`src/aci_pkg.sv`:
```
package aci_pkg;

   // ------------------------------------------------------------
   // Register offsets
   // ------------------------------------------------------------
   localparam logic [4:0]  REG_BASIC_CONTROL  = 5'h00;
   localparam logic [4:0]  REG_BASIC_STATUS   = 5'h01;
   localparam logic [4:0]  REG_ADVERT         = 5'h04;
   localparam logic [4:0]  REG_PARTNER        = 5'h05;
   localparam logic [4:0]  REG_EXPANSION      = 5'h06;
   localparam logic [4:0]  REG_STATUS_SUMMARY = 5'h10;
   localparam logic [4:0]  REG_PORT_CONTROL   = 5'h19;

   // ------------------------------------------------------------
   // Field positions
   // ------------------------------------------------------------
   localparam int CTL_SPEED     = 13;
   localparam int CTL_AN_EN     = 12;
   localparam int CTL_ISOLATE   = 10;
   localparam int CTL_RESTART   = 9;
   localparam int CTL_DUPLEX    = 8;
   localparam int ABL_100FD     = 8;
   localparam int ABL_100HD     = 7;
   localparam int ABL_10FD      = 6;
   localparam int ABL_10HD      = 5;
   localparam int ABL_NEXT_PAGE = 15;
   localparam int ABL_RFAULT    = 13;
   localparam int PCR_AUTO_X    = 15;
   localparam int PCR_FORCE_X   = 14;

   // ------------------------------------------------------------
   // Reset and constant values
   // ------------------------------------------------------------
   localparam logic [15:0] ADVERT_RST      = 16'h01e1;
   localparam logic [15:0] PD_PARTNER_100  = 16'h0081;
   localparam logic [15:0] PD_PARTNER_10   = 16'h0021;
   localparam logic [15:0] STATUS_CONST    = 16'h7849;
   localparam logic [4:0]  ADDR_RST        = 5'h01;
   localparam logic [1:0]  STRAP_WAIT      = 2'h2;

   // ------------------------------------------------------------
   // Timing
   // ------------------------------------------------------------
   localparam int unsigned CLK_KHZ         = 200000;
   localparam int unsigned BREAK_MS        = 1500;
   localparam int unsigned COMPLETE_MS     = 3000;
   localparam int unsigned XOVER_SLOT_MS   = 60;
   localparam int unsigned BREAK_CYC       = BREAK_MS * CLK_KHZ;
   localparam int unsigned COMPLETE_CYC    = COMPLETE_MS * CLK_KHZ;
   localparam int unsigned XOVER_SLOT_CYC  = XOVER_SLOT_MS * CLK_KHZ;

   typedef enum logic [2:0] {
      ACI_ST_BREAK,
      ACI_ST_ABILITY,
      ACI_ST_ACK,
      ACI_ST_GOOD,
      ACI_ST_FORCED
   } aci_state_t;

endpackage

```
`src/aci_xover.sv`:
```
module aci_xover #(
   parameter int unsigned P_SLOT_CYC = aci_pkg::XOVER_SLOT_CYC
) (
   input  wire logic clk_sys,
   input  wire logic rst_n,
   input  wire logic ce,
   input  wire logic auto_en,
   input  wire logic force_x,
   input  wire logic link_up,
   output logic      crossed
);

   logic [15:0] lfsr_q;
   logic [31:0] slot_q;

   // ------------------------------------------------------------
   // Random seed and slot timer
   // ------------------------------------------------------------
   always_ff @(posedge clk_sys or negedge rst_n) begin
      if (!rst_n) begin
         lfsr_q <= 16'h0001;
      end else if (ce) begin
         lfsr_q <= {lfsr_q[14:0], lfsr_q[15] ^ lfsr_q[13] ^ lfsr_q[12] ^ lfsr_q[10]};
      end
   end

   always_ff @(posedge clk_sys or negedge rst_n) begin
      if (!rst_n) begin
         slot_q <= 32'h0000_0000;
      end else if (ce) begin
         slot_q <= (slot_q == P_SLOT_CYC - 1) ? 32'h0000_0000 : slot_q + 32'h0000_0001;
      end
   end

   // ------------------------------------------------------------
   // Pair assignment
   // ------------------------------------------------------------
   // The pair choice is only re-rolled while no link is up, so a good link is never broken.
   always_ff @(posedge clk_sys or negedge rst_n) begin
      if (!rst_n) begin
         crossed <= 1'b0;
      end else if (ce) begin
         if (force_x) begin
            crossed <= 1'b1;
         end else if (!auto_en) begin
            crossed <= 1'b0;
         end else if (!link_up && slot_q == P_SLOT_CYC - 1) begin
            crossed <= lfsr_q[0];
         end
      end
   end

endmodule

```
`src/aci_autoneg.sv`:
```
// What this block does
// - While negotiating, send advertisement register abilities in link pulse bursts.
// - Resolve common mode: 100 full, 100 half, 10 full, 10 half.
// - Without negotiation, control speed and duplex bits select mode; ignored otherwise.
// - Report resolved link speed in the status summary register.
// - Basic status shows constant abilities and live completion, fault, link.
// - Advertisement resets to all abilities; cleared bits stop being advertised.
// - Partner register captures code words; parallel detect loads 0081h or 0021h.
// - Both receivers' link status drives parallel detection of the technology.
// - Parallel detect gives selector 00001 and partner-able bit zero.
// - Parallel detect fault set when both links are good at once.
// - Expansion register reports fault, next-page support, page received, partner able.
// - Writing restart bit starts a new negotiation.
// - Losing link after negotiation resumes negotiation automatically.
// - Renegotiation silences the line for the break timer, then sends bursts.
// - Negotiation or parallel detect completes within about three seconds.
// - Auto crossover on after reset, set by port control, random seed.
// - Force crossover bit crosses pairs; no auto crossover in forced mode.
// - Strapped port address latched into port control at reset.
// - Strapped address zero isolates; a written address zero does not.
// - Isolate bit ignores transmit inputs, floats outputs, keeps management alive.
// - While isolated keep idles or link pulses and allow link bring-up.
module aci_autoneg #(
   parameter int unsigned P_BREAK_CYC    = aci_pkg::BREAK_CYC,
   parameter int unsigned P_COMPLETE_CYC = aci_pkg::COMPLETE_CYC,
   parameter int unsigned P_XOVER_CYC    = aci_pkg::XOVER_SLOT_CYC,
   parameter bit          P_LOCAL_NP     = 1'b1
) (
   input  wire logic        clk_sys,
   input  wire logic        rst_n,
   input  wire logic        ce,
   input  wire logic [4:0]  mgmt_addr,
   input  wire logic        mgmt_wr,
   input  wire logic [15:0] mgmt_wdata,
   input  wire logic        mgmt_rd,
   output logic      [15:0] mgmt_rdata,
   output logic             mgmt_rvalid,
   input  wire logic [4:0]  strap_addr_pin,
   input  wire logic        strap_an_en_pin,
   input  wire logic        flp_rx_valid,
   input  wire logic [15:0] flp_rx_word,
   input  wire logic        link_ok_10,
   input  wire logic        link_ok_100,
   output logic             flp_tx_en,
   output logic      [15:0] flp_tx_word,
   output logic             link_pulse_en,
   output logic             line_data_en,
   output logic             speed_100,
   output logic             full_duplex,
   output logic             link_up,
   output logic             mdi_crossed,
   output logic             mii_out_en,
   output logic             mii_tx_accept,
   output logic      [4:0]  port_address
);

   aci_pkg::aci_state_t st_q, st_d;

   logic [4:0]  addr_s1_q, addr_s2_q;
   logic        an_s1_q, an_s2_q;
   logic [1:0]  init_q;
   logic        strap_done_q;
   logic        ctl_speed_q, ctl_an_q, ctl_iso_q, ctl_restart_q, ctl_dup_q, armed_q;
   logic [15:0] advert_q, partner_q;
   logic        auto_x_q, force_x_q;
   logic        res_100_q, res_fd_q, base_seen_q, partner_able_q, partner_np_q;
   logic        pd_fault_q, page_rx_q;
   logic [31:0] tmr_q;
   logic        an_eff, wr_ctl, rd_exp, good_link, pd_one, pd_both;
   logic [3:0]  common;

   assign an_eff    = ctl_an_q & armed_q;
   assign wr_ctl    = mgmt_wr && mgmt_addr == aci_pkg::REG_BASIC_CONTROL;
   assign rd_exp    = mgmt_rd && mgmt_addr == aci_pkg::REG_EXPANSION;
   assign good_link = res_100_q ? link_ok_100 : link_ok_10;
   assign pd_one    = link_ok_10 ^ link_ok_100;
   assign pd_both   = link_ok_10 & link_ok_100;
   assign common    = advert_q[aci_pkg::ABL_100FD:aci_pkg::ABL_10HD]
                      & flp_rx_word[aci_pkg::ABL_100FD:aci_pkg::ABL_10HD];

   // ------------------------------------------------------------
   // Strap capture
   // ------------------------------------------------------------
   always_ff @(posedge clk_sys or negedge rst_n) begin
      if (!rst_n) begin
         addr_s1_q <= 5'h00;
         addr_s2_q <= 5'h00;
         an_s1_q   <= 1'b0;
         an_s2_q   <= 1'b0;
      end else if (ce) begin
         addr_s1_q <= strap_addr_pin;
         addr_s2_q <= addr_s1_q;
         an_s1_q   <= strap_an_en_pin;
         an_s2_q   <= an_s1_q;
      end
   end

   always_ff @(posedge clk_sys or negedge rst_n) begin
      if (!rst_n) begin
         init_q       <= 2'h0;
         strap_done_q <= 1'b0;
      end else if (ce && !strap_done_q) begin
         init_q       <= init_q + 2'h1;
         strap_done_q <= init_q == aci_pkg::STRAP_WAIT;
      end
   end

   // ------------------------------------------------------------
   // Basic control register
   // ------------------------------------------------------------
   always_ff @(posedge clk_sys or negedge rst_n) begin
      if (!rst_n) begin
         ctl_speed_q   <= 1'b1;
         ctl_an_q      <= 1'b1;
         ctl_iso_q     <= 1'b0;
         ctl_restart_q <= 1'b0;
         ctl_dup_q     <= 1'b1;
         armed_q       <= 1'b1;
      end else if (ce) begin
         if (!strap_done_q && init_q == aci_pkg::STRAP_WAIT) begin
            ctl_an_q  <= an_s2_q;
            armed_q   <= an_s2_q;
            ctl_iso_q <= addr_s2_q == 5'h00;
         end else if (wr_ctl) begin
            ctl_speed_q <= mgmt_wdata[aci_pkg::CTL_SPEED];
            ctl_an_q    <= mgmt_wdata[aci_pkg::CTL_AN_EN];
            ctl_iso_q   <= mgmt_wdata[aci_pkg::CTL_ISOLATE];
            ctl_dup_q   <= mgmt_wdata[aci_pkg::CTL_DUPLEX];
            if (!mgmt_wdata[aci_pkg::CTL_AN_EN]) begin
               armed_q <= 1'b1;
            end
         end
         if (wr_ctl && mgmt_wdata[aci_pkg::CTL_RESTART]) begin
            ctl_restart_q <= 1'b1;
         end else if (st_q == aci_pkg::ACI_ST_BREAK) begin
            ctl_restart_q <= 1'b0;
         end
      end
   end

   // ------------------------------------------------------------
   // Advertisement and port control registers
   // ------------------------------------------------------------
   // all abilities after reset
   always_ff @(posedge clk_sys or negedge rst_n) begin
      if (!rst_n) begin
         advert_q <= aci_pkg::ADVERT_RST;
      end else if (ce && mgmt_wr && mgmt_addr == aci_pkg::REG_ADVERT) begin
         advert_q <= mgmt_wdata;
      end
   end

   always_ff @(posedge clk_sys or negedge rst_n) begin
      if (!rst_n) begin
         auto_x_q     <= 1'b1;
         force_x_q    <= 1'b0;
         port_address <= aci_pkg::ADDR_RST;
      end else if (ce) begin
         if (!strap_done_q && init_q == aci_pkg::STRAP_WAIT) begin
            port_address <= addr_s2_q;
         end else if (mgmt_wr && mgmt_addr == aci_pkg::REG_PORT_CONTROL) begin
            auto_x_q     <= mgmt_wdata[aci_pkg::PCR_AUTO_X];
            force_x_q    <= mgmt_wdata[aci_pkg::PCR_FORCE_X];
            port_address <= mgmt_wdata[4:0];
         end
      end
   end

   // ------------------------------------------------------------
   // Negotiation state machine
   // ------------------------------------------------------------
   always_comb begin
      st_d = st_q;
      case (st_q)
         aci_pkg::ACI_ST_BREAK: begin
            if (tmr_q == P_BREAK_CYC - 1) begin
               st_d = aci_pkg::ACI_ST_ABILITY;
            end
         end
         aci_pkg::ACI_ST_ABILITY: begin
            if (ctl_restart_q) begin
               st_d = aci_pkg::ACI_ST_BREAK;
            end else if (flp_rx_valid && !base_seen_q) begin
               st_d = aci_pkg::ACI_ST_ACK;
            end else if (pd_one) begin
               st_d = aci_pkg::ACI_ST_GOOD;
            end else if (tmr_q == P_COMPLETE_CYC - 1) begin
               st_d = aci_pkg::ACI_ST_BREAK;
            end
         end
         aci_pkg::ACI_ST_ACK: begin
            if (ctl_restart_q || tmr_q == P_COMPLETE_CYC - 1) begin
               st_d = aci_pkg::ACI_ST_BREAK;
            end else if (good_link) begin
               st_d = aci_pkg::ACI_ST_GOOD;
            end
         end
         aci_pkg::ACI_ST_GOOD: begin
            if (ctl_restart_q || !good_link) begin
               st_d = aci_pkg::ACI_ST_BREAK;
            end
         end
         default: begin
            if (an_eff) begin
               st_d = aci_pkg::ACI_ST_BREAK;
            end
         end
      endcase
      if (!strap_done_q) begin
         st_d = st_q;
      end else if (!an_eff) begin
         st_d = aci_pkg::ACI_ST_FORCED;
      end
   end

   always_ff @(posedge clk_sys or negedge rst_n) begin
      if (!rst_n) begin
         st_q  <= aci_pkg::ACI_ST_FORCED;
         tmr_q <= 32'h0000_0000;
      end else if (ce) begin
         st_q  <= st_d;
         tmr_q <= (st_d != st_q) ? 32'h0000_0000 : tmr_q + 32'h0000_0001;
      end
   end

   // ------------------------------------------------------------
   // Resolution and partner capture
   // ------------------------------------------------------------
   always_ff @(posedge clk_sys or negedge rst_n) begin
      if (!rst_n) begin
         res_100_q      <= 1'b0;
         res_fd_q       <= 1'b0;
         base_seen_q    <= 1'b0;
         partner_q      <= 16'h0000;
         partner_able_q <= 1'b0;
         partner_np_q   <= 1'b0;
      end else if (ce) begin
         if (st_q == aci_pkg::ACI_ST_BREAK) begin
            base_seen_q    <= 1'b0;
            partner_able_q <= 1'b0;
         end else if ((st_q == aci_pkg::ACI_ST_ABILITY || st_q == aci_pkg::ACI_ST_ACK)
                      && flp_rx_valid) begin
            partner_q      <= flp_rx_word;
            partner_able_q <= 1'b1;
            if (!base_seen_q) begin
               base_seen_q  <= 1'b1;
               partner_np_q <= flp_rx_word[aci_pkg::ABL_NEXT_PAGE];
               res_100_q    <= common[3] | common[2];
               res_fd_q     <= common[3] | (!common[2] & common[1]);
            end
         end else if (st_q == aci_pkg::ACI_ST_ABILITY && pd_one) begin
            partner_q      <= link_ok_100 ? aci_pkg::PD_PARTNER_100 : aci_pkg::PD_PARTNER_10;
            partner_able_q <= 1'b0;
            res_100_q      <= link_ok_100;
            res_fd_q       <= 1'b0;
         end
      end
   end

   // latching flags clear on read, set wins
   always_ff @(posedge clk_sys or negedge rst_n) begin
      if (!rst_n) begin
         pd_fault_q <= 1'b0;
         page_rx_q  <= 1'b0;
      end else if (ce) begin
         if (st_q == aci_pkg::ACI_ST_ABILITY && pd_both && !flp_rx_valid) begin
            pd_fault_q <= 1'b1;
         end else if (rd_exp) begin
            pd_fault_q <= 1'b0;
         end
         if (flp_rx_valid && st_q != aci_pkg::ACI_ST_FORCED) begin
            page_rx_q <= 1'b1;
         end else if (rd_exp) begin
            page_rx_q <= 1'b0;
         end
      end
   end

   // ------------------------------------------------------------
   // Line and MII outputs
   // ------------------------------------------------------------
   always_ff @(posedge clk_sys or negedge rst_n) begin
      if (!rst_n) begin
         flp_tx_en     <= 1'b0;
         flp_tx_word   <= aci_pkg::ADVERT_RST;
         link_pulse_en <= 1'b0;
         line_data_en  <= 1'b0;
         speed_100     <= 1'b0;
         full_duplex   <= 1'b0;
         link_up       <= 1'b0;
         mii_out_en    <= 1'b0;
         mii_tx_accept <= 1'b0;
      end else if (ce) begin
         // bursts carry advertisement; silent during break
         flp_tx_en     <= st_q == aci_pkg::ACI_ST_ABILITY || st_q == aci_pkg::ACI_ST_ACK;
         flp_tx_word   <= advert_q;
         // idles and link pulses stay on while isolated
         link_pulse_en <= st_q == aci_pkg::ACI_ST_GOOD || st_q == aci_pkg::ACI_ST_FORCED;
         if (st_q == aci_pkg::ACI_ST_FORCED) begin
            speed_100   <= ctl_speed_q;
            full_duplex <= ctl_dup_q;
            link_up     <= ctl_speed_q ? link_ok_100 : link_ok_10;
         end else begin
            speed_100   <= res_100_q;
            full_duplex <= res_fd_q;
            link_up     <= st_q == aci_pkg::ACI_ST_GOOD && good_link;
         end
         // isolate floats outputs and ignores transmit data
         line_data_en  <= !ctl_iso_q && link_up;
         mii_out_en    <= !ctl_iso_q;
         mii_tx_accept <= !ctl_iso_q && link_up;
      end
   end

   // force crosses; no auto in forced mode
   aci_xover #(
      .P_SLOT_CYC (P_XOVER_CYC)
   ) u_xover (
      .clk_sys (clk_sys),
      .rst_n   (rst_n),
      .ce      (ce),
      .auto_en (auto_x_q && an_eff),
      .force_x (force_x_q),
      .link_up (link_up),
      .crossed (mdi_crossed)
   );

   // ------------------------------------------------------------
   // Management read port
   // ------------------------------------------------------------
   always_ff @(posedge clk_sys or negedge rst_n) begin
      if (!rst_n) begin
         mgmt_rdata  <= 16'h0000;
         mgmt_rvalid <= 1'b0;
      end else if (ce) begin
         mgmt_rvalid <= mgmt_rd;
         if (!mgmt_rd) begin
            mgmt_rdata <= 16'h0000;
         end else if (mgmt_addr == aci_pkg::REG_BASIC_CONTROL) begin
            mgmt_rdata <= {2'b00, ctl_speed_q, ctl_an_q, 1'b0, ctl_iso_q, ctl_restart_q,
                           ctl_dup_q, 8'h00};
         end else if (mgmt_addr == aci_pkg::REG_BASIC_STATUS) begin
            mgmt_rdata <= aci_pkg::STATUS_CONST
                          | {10'h000, st_q == aci_pkg::ACI_ST_GOOD,
                             partner_q[aci_pkg::ABL_RFAULT], 1'b0, link_up, 2'b00};
         end else if (mgmt_addr == aci_pkg::REG_ADVERT) begin
            mgmt_rdata <= advert_q;
         end else if (mgmt_addr == aci_pkg::REG_PARTNER) begin
            mgmt_rdata <= partner_q;
         end else if (mgmt_addr == aci_pkg::REG_EXPANSION) begin
            mgmt_rdata <= {11'h000, pd_fault_q, partner_np_q, P_LOCAL_NP, page_rx_q,
                           partner_able_q};
         end else if (mgmt_addr == aci_pkg::REG_STATUS_SUMMARY) begin
            mgmt_rdata <= {1'b0, mdi_crossed, 9'h000, st_q == aci_pkg::ACI_ST_GOOD, 1'b0,
                           full_duplex, !speed_100, link_up};
         end else if (mgmt_addr == aci_pkg::REG_PORT_CONTROL) begin
            mgmt_rdata <= {auto_x_q, force_x_q, 9'h000, port_address};
         end else begin
            mgmt_rdata <= 16'h0000;
         end
      end
   end
endmodule

```
`config.mk`:
```
export PLATFORM = sky130hd
export DESIGN_NAME = aci_autoneg
export DESIGN_NICKNAME = d
export VERILOG_FILES = /design/src/aci_pkg.sv /design/src/aci_xover.sv /design/src/aci_autoneg.sv
export SDC_FILE = /design/constraint.sdc
export NUM_CORES = 1
export LEC_CHECK = 0
export CAP_MARGIN = 30
export CORE_MARGIN = 3
export CORE_UTILIZATION = 55
export DETAILED_ROUTE_END_ITERATION = 8
export DONT_BUFFER_PORTS = 1
export PLACE_DENSITY = 0.7
export SETUP_SLACK_MARGIN = 0.02
export SLEW_MARGIN = 15
export SYNTH_ARGS = -nofsm -noshare
export SYNTH_HDL_FRONTEND = slang
export SYNTH_HIERARCHICAL = 1
export SYNTH_SLANG_ARGS = --single-unit
```
`constraint.sdc`:
```
create_clock -name clk_sys -period 4.8 [get_ports clk_sys]
set_clock_uncertainty 0.15 [all_clocks]
set_input_delay 0.48 -clock clk_sys [delete_from_list [all_inputs] [get_ports clk_sys]]
set_output_delay 0.48 -clock clk_sys [all_outputs]
set_load 0.005 [all_outputs]
```
# Yosys cells after proc, flatten, opt, wreduce, memory -nomap -nowiden
# Index checks and enable logic that the tools add are counted.
# word_totals
out_inout_bits,47
word_cells,185
input_bits,51
reg_bits,191
# op_classes
n_eq_ne,19
reduce_logical,55
add_sub_neg,3
muxes,56
bitwise_logic,13
# op_table
operator,n
2-to-1 mux 16 bit,10
adder 32 x 1 -> 32 bit (second input constant),2
2-to-1 mux 32 bit,2
== test 32 x 24 -> 1 bit (second input constant),1
== test 32 x 29 -> 1 bit (second input constant),1
== test 32 x 30 -> 1 bit (second input constant),1
2-to-1 mux 1 bit,30
2-to-1 mux 3 bit,10
logical AND 1 bit,18
AND reduction 2 bit,8
== test 5 x 3 -> 1 bit (second input constant),3
nonzero test 2 bit,7
one-hot mux 3 bit (4 select lines),1
AND reduction 3 bit,4
== test 5 bit (second input constant),2
logical NOT 5 bit,2
2-to-1 mux 5 bit,2
logical NOT 1 bit,8
2-to-1 mux 8 bit,1
AND reduction 4 bit,2
== test 3 x 2 -> 1 bit (second input constant),2
!= test 3 bit (second input constant),2
== test 5 x 1 -> 1 bit (second input constant),1
bitwise AND 4 bit,1
other kinds (14),25

# Depth between registers and ports, before layout
# logic_depth
word_depth,10
ltp_mapped,8
mapped_depth_nobuf,8

# Hierarchy
# The synthesis kept the hierarchy.
# by_module_without_submodules
mod,area_each_um2,seq_area_each_um2,cells_each,n_inst
aci_autoneg,6786.5,3574.7,641,1
aci_xover,2378.5,1227.4,217,1

# Worst setup path before layout
# Ideal clock, no wire load.
# synth_timing
path_type,input -> register
start,input port mgmt_addr[4]
end,register advert_q[10]
setup_time_ps,125
stages,7
path_buffers,3
path_slack_ps,2141
arrival_time_ps,2384
required_time_ps,4525
path_cell_list,or3b_2 > clkbuf_1 > or2_2 > buf_2 > nor3_2 > buf_4 > mux2_2
# synth_between
elab_chain_cells,2
# synth_rtl
item,line,rtl
start: declaration,aci_autoneg.sv:32,"input wire logic [4:0] mgmt_addr,"
== test 5 x 3 -> 1 bit,aci_autoneg.sv:148,end else if (ce && mgmt_wr && mgmt_addr == aci_pkg::REG_ADVERT) begin
logical AND 1 bit,aci_autoneg.sv:148,
end signal: assignment,aci_autoneg.sv:147,advert_q <= aci_pkg::ADVERT_RST;
end signal: assignment,aci_autoneg.sv:149,advert_q <= mgmt_wdata;
end: declaration,aci_autoneg.sv:64,"logic [15:0] advert_q, partner_q;"
# Every way passes these cells.
# A chain may end at the register's enable or synchronous reset.

# Worst setup path after layout
# layout_timing
start,register st_q[0]
end,register tmr_q[1]
# layout_between
elab_chain_cells,9
word_cells_on_any_way,17
cone_classes,eq/ne (4); mux (12); reduce/logical (1)
# layout_rtl
item,line,rtl
start: declaration,aci_autoneg.sv:57,"aci_pkg::aci_state_t st_q, st_d;"
start signal: assignment,aci_autoneg.sv:218,st_q <= aci_pkg::ACI_ST_FORCED;
start signal: assignment,aci_autoneg.sv:221,st_q <= st_d;
2-to-1 mux 3 bit,aci_autoneg.sv:187,end else if (tmr_q == P_COMPLETE_CYC - 1) begin
2-to-1 mux 3 bit,aci_autoneg.sv:185,end else if (pd_one) begin
2-to-1 mux 3 bit,aci_autoneg.sv:183,end else if (flp_rx_valid && !base_seen_q) begin
2-to-1 mux 3 bit,aci_autoneg.sv:181,if (ctl_restart_q) begin
one-hot mux 3 bit (4 select lines),aci_autoneg.sv:174,case (st_q)
2-to-1 mux 3 bit,aci_autoneg.sv:211,end else if (!an_eff) begin
2-to-1 mux 3 bit,aci_autoneg.sv:209,if (!strap_done_q) begin
!= test 3 bit (*),aci_autoneg.sv:222,tmr_q <= (st_d != st_q) ? 32'h0000_0000 : tmr_q + 32'h0000_0001;
2-to-1 mux 32 bit (*),aci_autoneg.sv:222,
end signal: assignment,aci_autoneg.sv:222,
end: declaration,aci_autoneg.sv:68,logic [31:0] tmr_q;
# Every way passes the cells marked *; elsewhere a longest branch is shown, timed or not.

==> out/results.md <==
| Result | Value |
|:---|:---|
| CP endpoint kind | flop |
| Clk sink count | 191 |
| Fin cells | 1068 |
| Kind of start point of the critical path | flop |
| Overall power of the completed layout | 4.05 mW |
| Yosys top cell area share | 47.2% |
| Maximum count of clock buffers along a single path | 2 |
| Total length of routed wires | 22.2 mm |
| Met3 usage in global routing | 8.16% |
| Cell with the most instances after synthesis | sky130_fd_sc_hd__dfrtp_1 |
| Finished Cell Area | 9910 um^2 |
| H-tree levels | 4 |
| Register bit count reported by yosys | 191 |
| PostCTS Resize Cnt | 0 |
| Synthesized area divided by synthesized cell count | 10.7 um^2 |
| Setup bufs post-CTS | 0 |
| Layout overhead on the synthesized area | 8.15% |
| Highest ir drop seen on vdd | 0.373 mV |
| Number of global-route vias before repair | 6797 |
| Placement row count | 46 |
| Count of buffers from port buffering | 0 |
| YS warnings | 6 |
| Tmin final | 2980 ps |
| X dimension of the die | 135 um |
| HPWL reported at the end of detailed placement | 14.9 mm |
| Minimum hold slack | -407 ps |
| Number of violations reported at the end of detailed-routing iteration 0 | 733 |
| Global Route Usage Sum | 25.1% |
| Starting density of the core | 56.9% |
| Chip height | 135 um |
| Portion of the post-synthesis area used by sequential elements | 52.4% |
| Fraction of layout instances using a drive strength above 1 | 15.6% |
| Clock-pin transition on the worst setup and hold timing paths | 70 ps |
| Worst r2r src | st_q[0]$_DFFE_PN0P_ |
| Number of maximum-capacitance constraint violations | 0 |
| Drt drc | 0 |
| Post-Place Worst Slack | 1870 ps |
| Area of the mapped netlist | 9170 um^2 |
| Post-Syn Instances | 858 |
| Timing startpoint of the critical path | st_q[0]$_DFFE_PN0P_ |
| Core Area | 16100 um^2 |
| Post-Route Setup TNS | 0 ps |
| Wire length of the first global-routing pass | 36.4 mm |
| Class of the tightest hold or removal check | in2async |
| Final core utilization | 61.5% |
| Actual slew at the worst max-slew pin | 919 ps |
| Final setup violating endpoints | 0 |
| Synth unique cells | 68 |
| Placed standard-cell area | 9290 um^2 |
| Setup repair after global routing missed its margin | false |
| Top cells by area, synth | sky130_fd_sc_hd__dfrtp_1 47%, sky130_fd_sc_hd__mux2_2 8.1%, sky130_fd_sc_hd__dfstp_2 5.2% |
| Arrival time of data at the critical path endpoint | 3130 ps |
| Total inserted antenna cells | 0 |
| Avg Vias per Cell | 6.27 |
| Pin count of the biggest net entering global routing | 192 |
| Post-DR wirelength/cell | 20.8 um |
| Worst Path Max Fanout | 32 |
| Met2 usage | 40.3% |
| Biggest area consumer among synthesized cells | sky130_fd_sc_hd__dfrtp_1 |
| Required time at the endpoint of the critical path | 4950 ps |
| Placed cell count | 1034 |
| Count of endpoints failing hold in the final timing report | 191 |
| Post-route antenna net violation count | 0 |
| LEAKAGE | 4.34 nW |
| GRT overflow | 0 |
| Power per cell area | 409 nW/um^2 |
| Headroom to the max-slew limit | 38.5% |
| Post-synth EDFFs | 0 |
| Detailed-routing iteration count for the pre-antenna-repair pass | 5 |
| Final-report max-slew violation count | 0 |
| Most congested layer reported by global routing | met2 |
| Post-layout net count | 894 |
| Clock insertion delay at the later pin of the skew report | 440 ps |
| CTS Hold Bufs | 2 |
| Crit Path Class | reg2reg |
| Ys async rst share | 100% |
| Mapped Nets | 913 |
| Top cells by instance count after synthesis | 173 x sky130_fd_sc_hd__dfrtp_1, 80 x sky130_fd_sc_hd__nand2_1, 66 x sky130_fd_sc_hd__mux2_2 |
| Max frequency | 0.335 GHz |
| Number of buffers inserted during clock tree synthesis | 17 |
| Cell at the root of the clock tree | sky130_fd_sc_hd__clkbuf_16 |
| Met1 Usage GRT | 33.6% |
| Die Footprint | 18200 um^2 |
| Ports placed on the boundary | 98 |
| Final weighted congestion in routability-driven placement | 0.935 |
| Clock tree from TritonCTS | done |
| Initial antenna violation count | 0 |
| Failing checks | negative hold slack |
| Period utilisation layout | 62.1% |
| Final critical-path setup slack | 1820 ps |
| Outcome | finished with violations |
| Ys flop type | sky130_fd_sc_hd__dfrtp_1 |
| Overall via count from detail_route | 6699 |
-- sequential cells by signal, indices dropped and copies added, names as in the netlist, 2 cells and up --
name and cells:
addr_s2_q 5, tmr_q 32, st_q 3, advert_q 16
mgmt_rdata 16, u_xover/lfsr_q 16, init_q 2, u_xover/slot_q 32
partner_q 16, port_address 5, flp_tx_word 16, addr_s1_q 5
-- critical path, stage by stage, from the launching register on --
cell                       delay [ps]
sky130_fd_sc_hd__dfrtp_1          660
sky130_fd_sc_hd__or3b_1           450
sky130_fd_sc_hd__o32a_1           390
sky130_fd_sc_hd__nor4b_1          160
sky130_fd_sc_hd__a221o_1          390
sky130_fd_sc_hd__o22ai_2          140
sky130_fd_sc_hd__buf_4            340
sky130_fd_sc_hd__o221ai_1         160
-- cell usage in the layout (no fill, tap or decap), types with 13 or more instances in the layout --
cell type and instances:
sky130_fd_sc_hd__mux2_2 66, sky130_fd_sc_hd__o21ai_0 36, sky130_fd_sc_hd__mux2i_1 20, sky130_fd_sc_hd__nand3_1 47, sky130_fd_sc_hd__and3_1 17, sky130_fd_sc_hd__a31oi_1 14, sky130_fd_sc_hd__o2bb2ai_1 13, sky130_fd_sc_hd__inv_1 18
sky130_fd_sc_hd__xnor2_1 28, sky130_fd_sc_hd__nor2_1 39, sky130_fd_sc_hd__nand2_1 80, sky130_fd_sc_hd__a21oi_1 60, sky130_fd_sc_hd__dfrtp_1 173, sky130_fd_sc_hd__nor3_1 13, sky130_fd_sc_hd__nand4_1 22, sky130_fd_sc_hd__clkbuf_16 17
sky130_fd_sc_hd__dfstp_2 18, sky130_fd_sc_hd__xor2_1 26
-- worst paths after layout --
check	to	slack, ps	depth (start not counted)
setup / recovery	tmr_q[1]$_DFFE_PN0P_	1820	7
hold / removal	u_xover/slot_q[19]$_DFFE_PN0P_	-410	0
setup reg to reg	tmr_q[1]$_DFFE_PN0P_	1820	7
hold reg to reg	partner_q[14]$_DFFE_PN0P_	330	2
max in group asynchronous	flp_tx_word[7]$_DFFE_PN1P_	4620	0
min in group clk_sys	partner_q[13]$_DFFE_PN0P_	10	2
-- power breakdown --
group          leakage [nW]  internal (mW)  switching (mW)
Clock                 0.285          0.701           0.706
Sequential             2.47           1.88           0.260
Combinational          1.58          0.256           0.256
-- area by class of cell --
type,instances,area (um^2)
Clock buffer,17,425
Clock inverter,15,175
Fill cell,1310,6200
Inverter,19,71.3
Multi-Input combinational cell,603,4090
Sequential cell,191,4800
Tap cell,216,270
Timing Repair Buffer,7,77.6
-- cell families after synthesis --
| group | count (synthesis) | share of synthesized area [%] |
|---|---|---|
| AO/OA/AOI/OAI | 165 | 11.2 |
| XOR/XNOR | 54 | 5.16 |
| multiplexers | 86 | 10.3 |
| AND/OR/NAND/NOR | 294 | 17.5 |
| adder cells (fa/ha/maj) | 4 | 0.546 |
| flip-flops | 191 | 52.4 |
| buffers and inverters | 64 | 2.98 |
-- routing by layer --
layer / share of wire (%) / up-vias
li1: - / 3073
met1: 42 / 3362
met2: 48 / 243
met3: 8.3 / 21
met4: 1.2 / 0
met5: 0 / -
No activity file was read; power rests on OpenSTA's default activity.
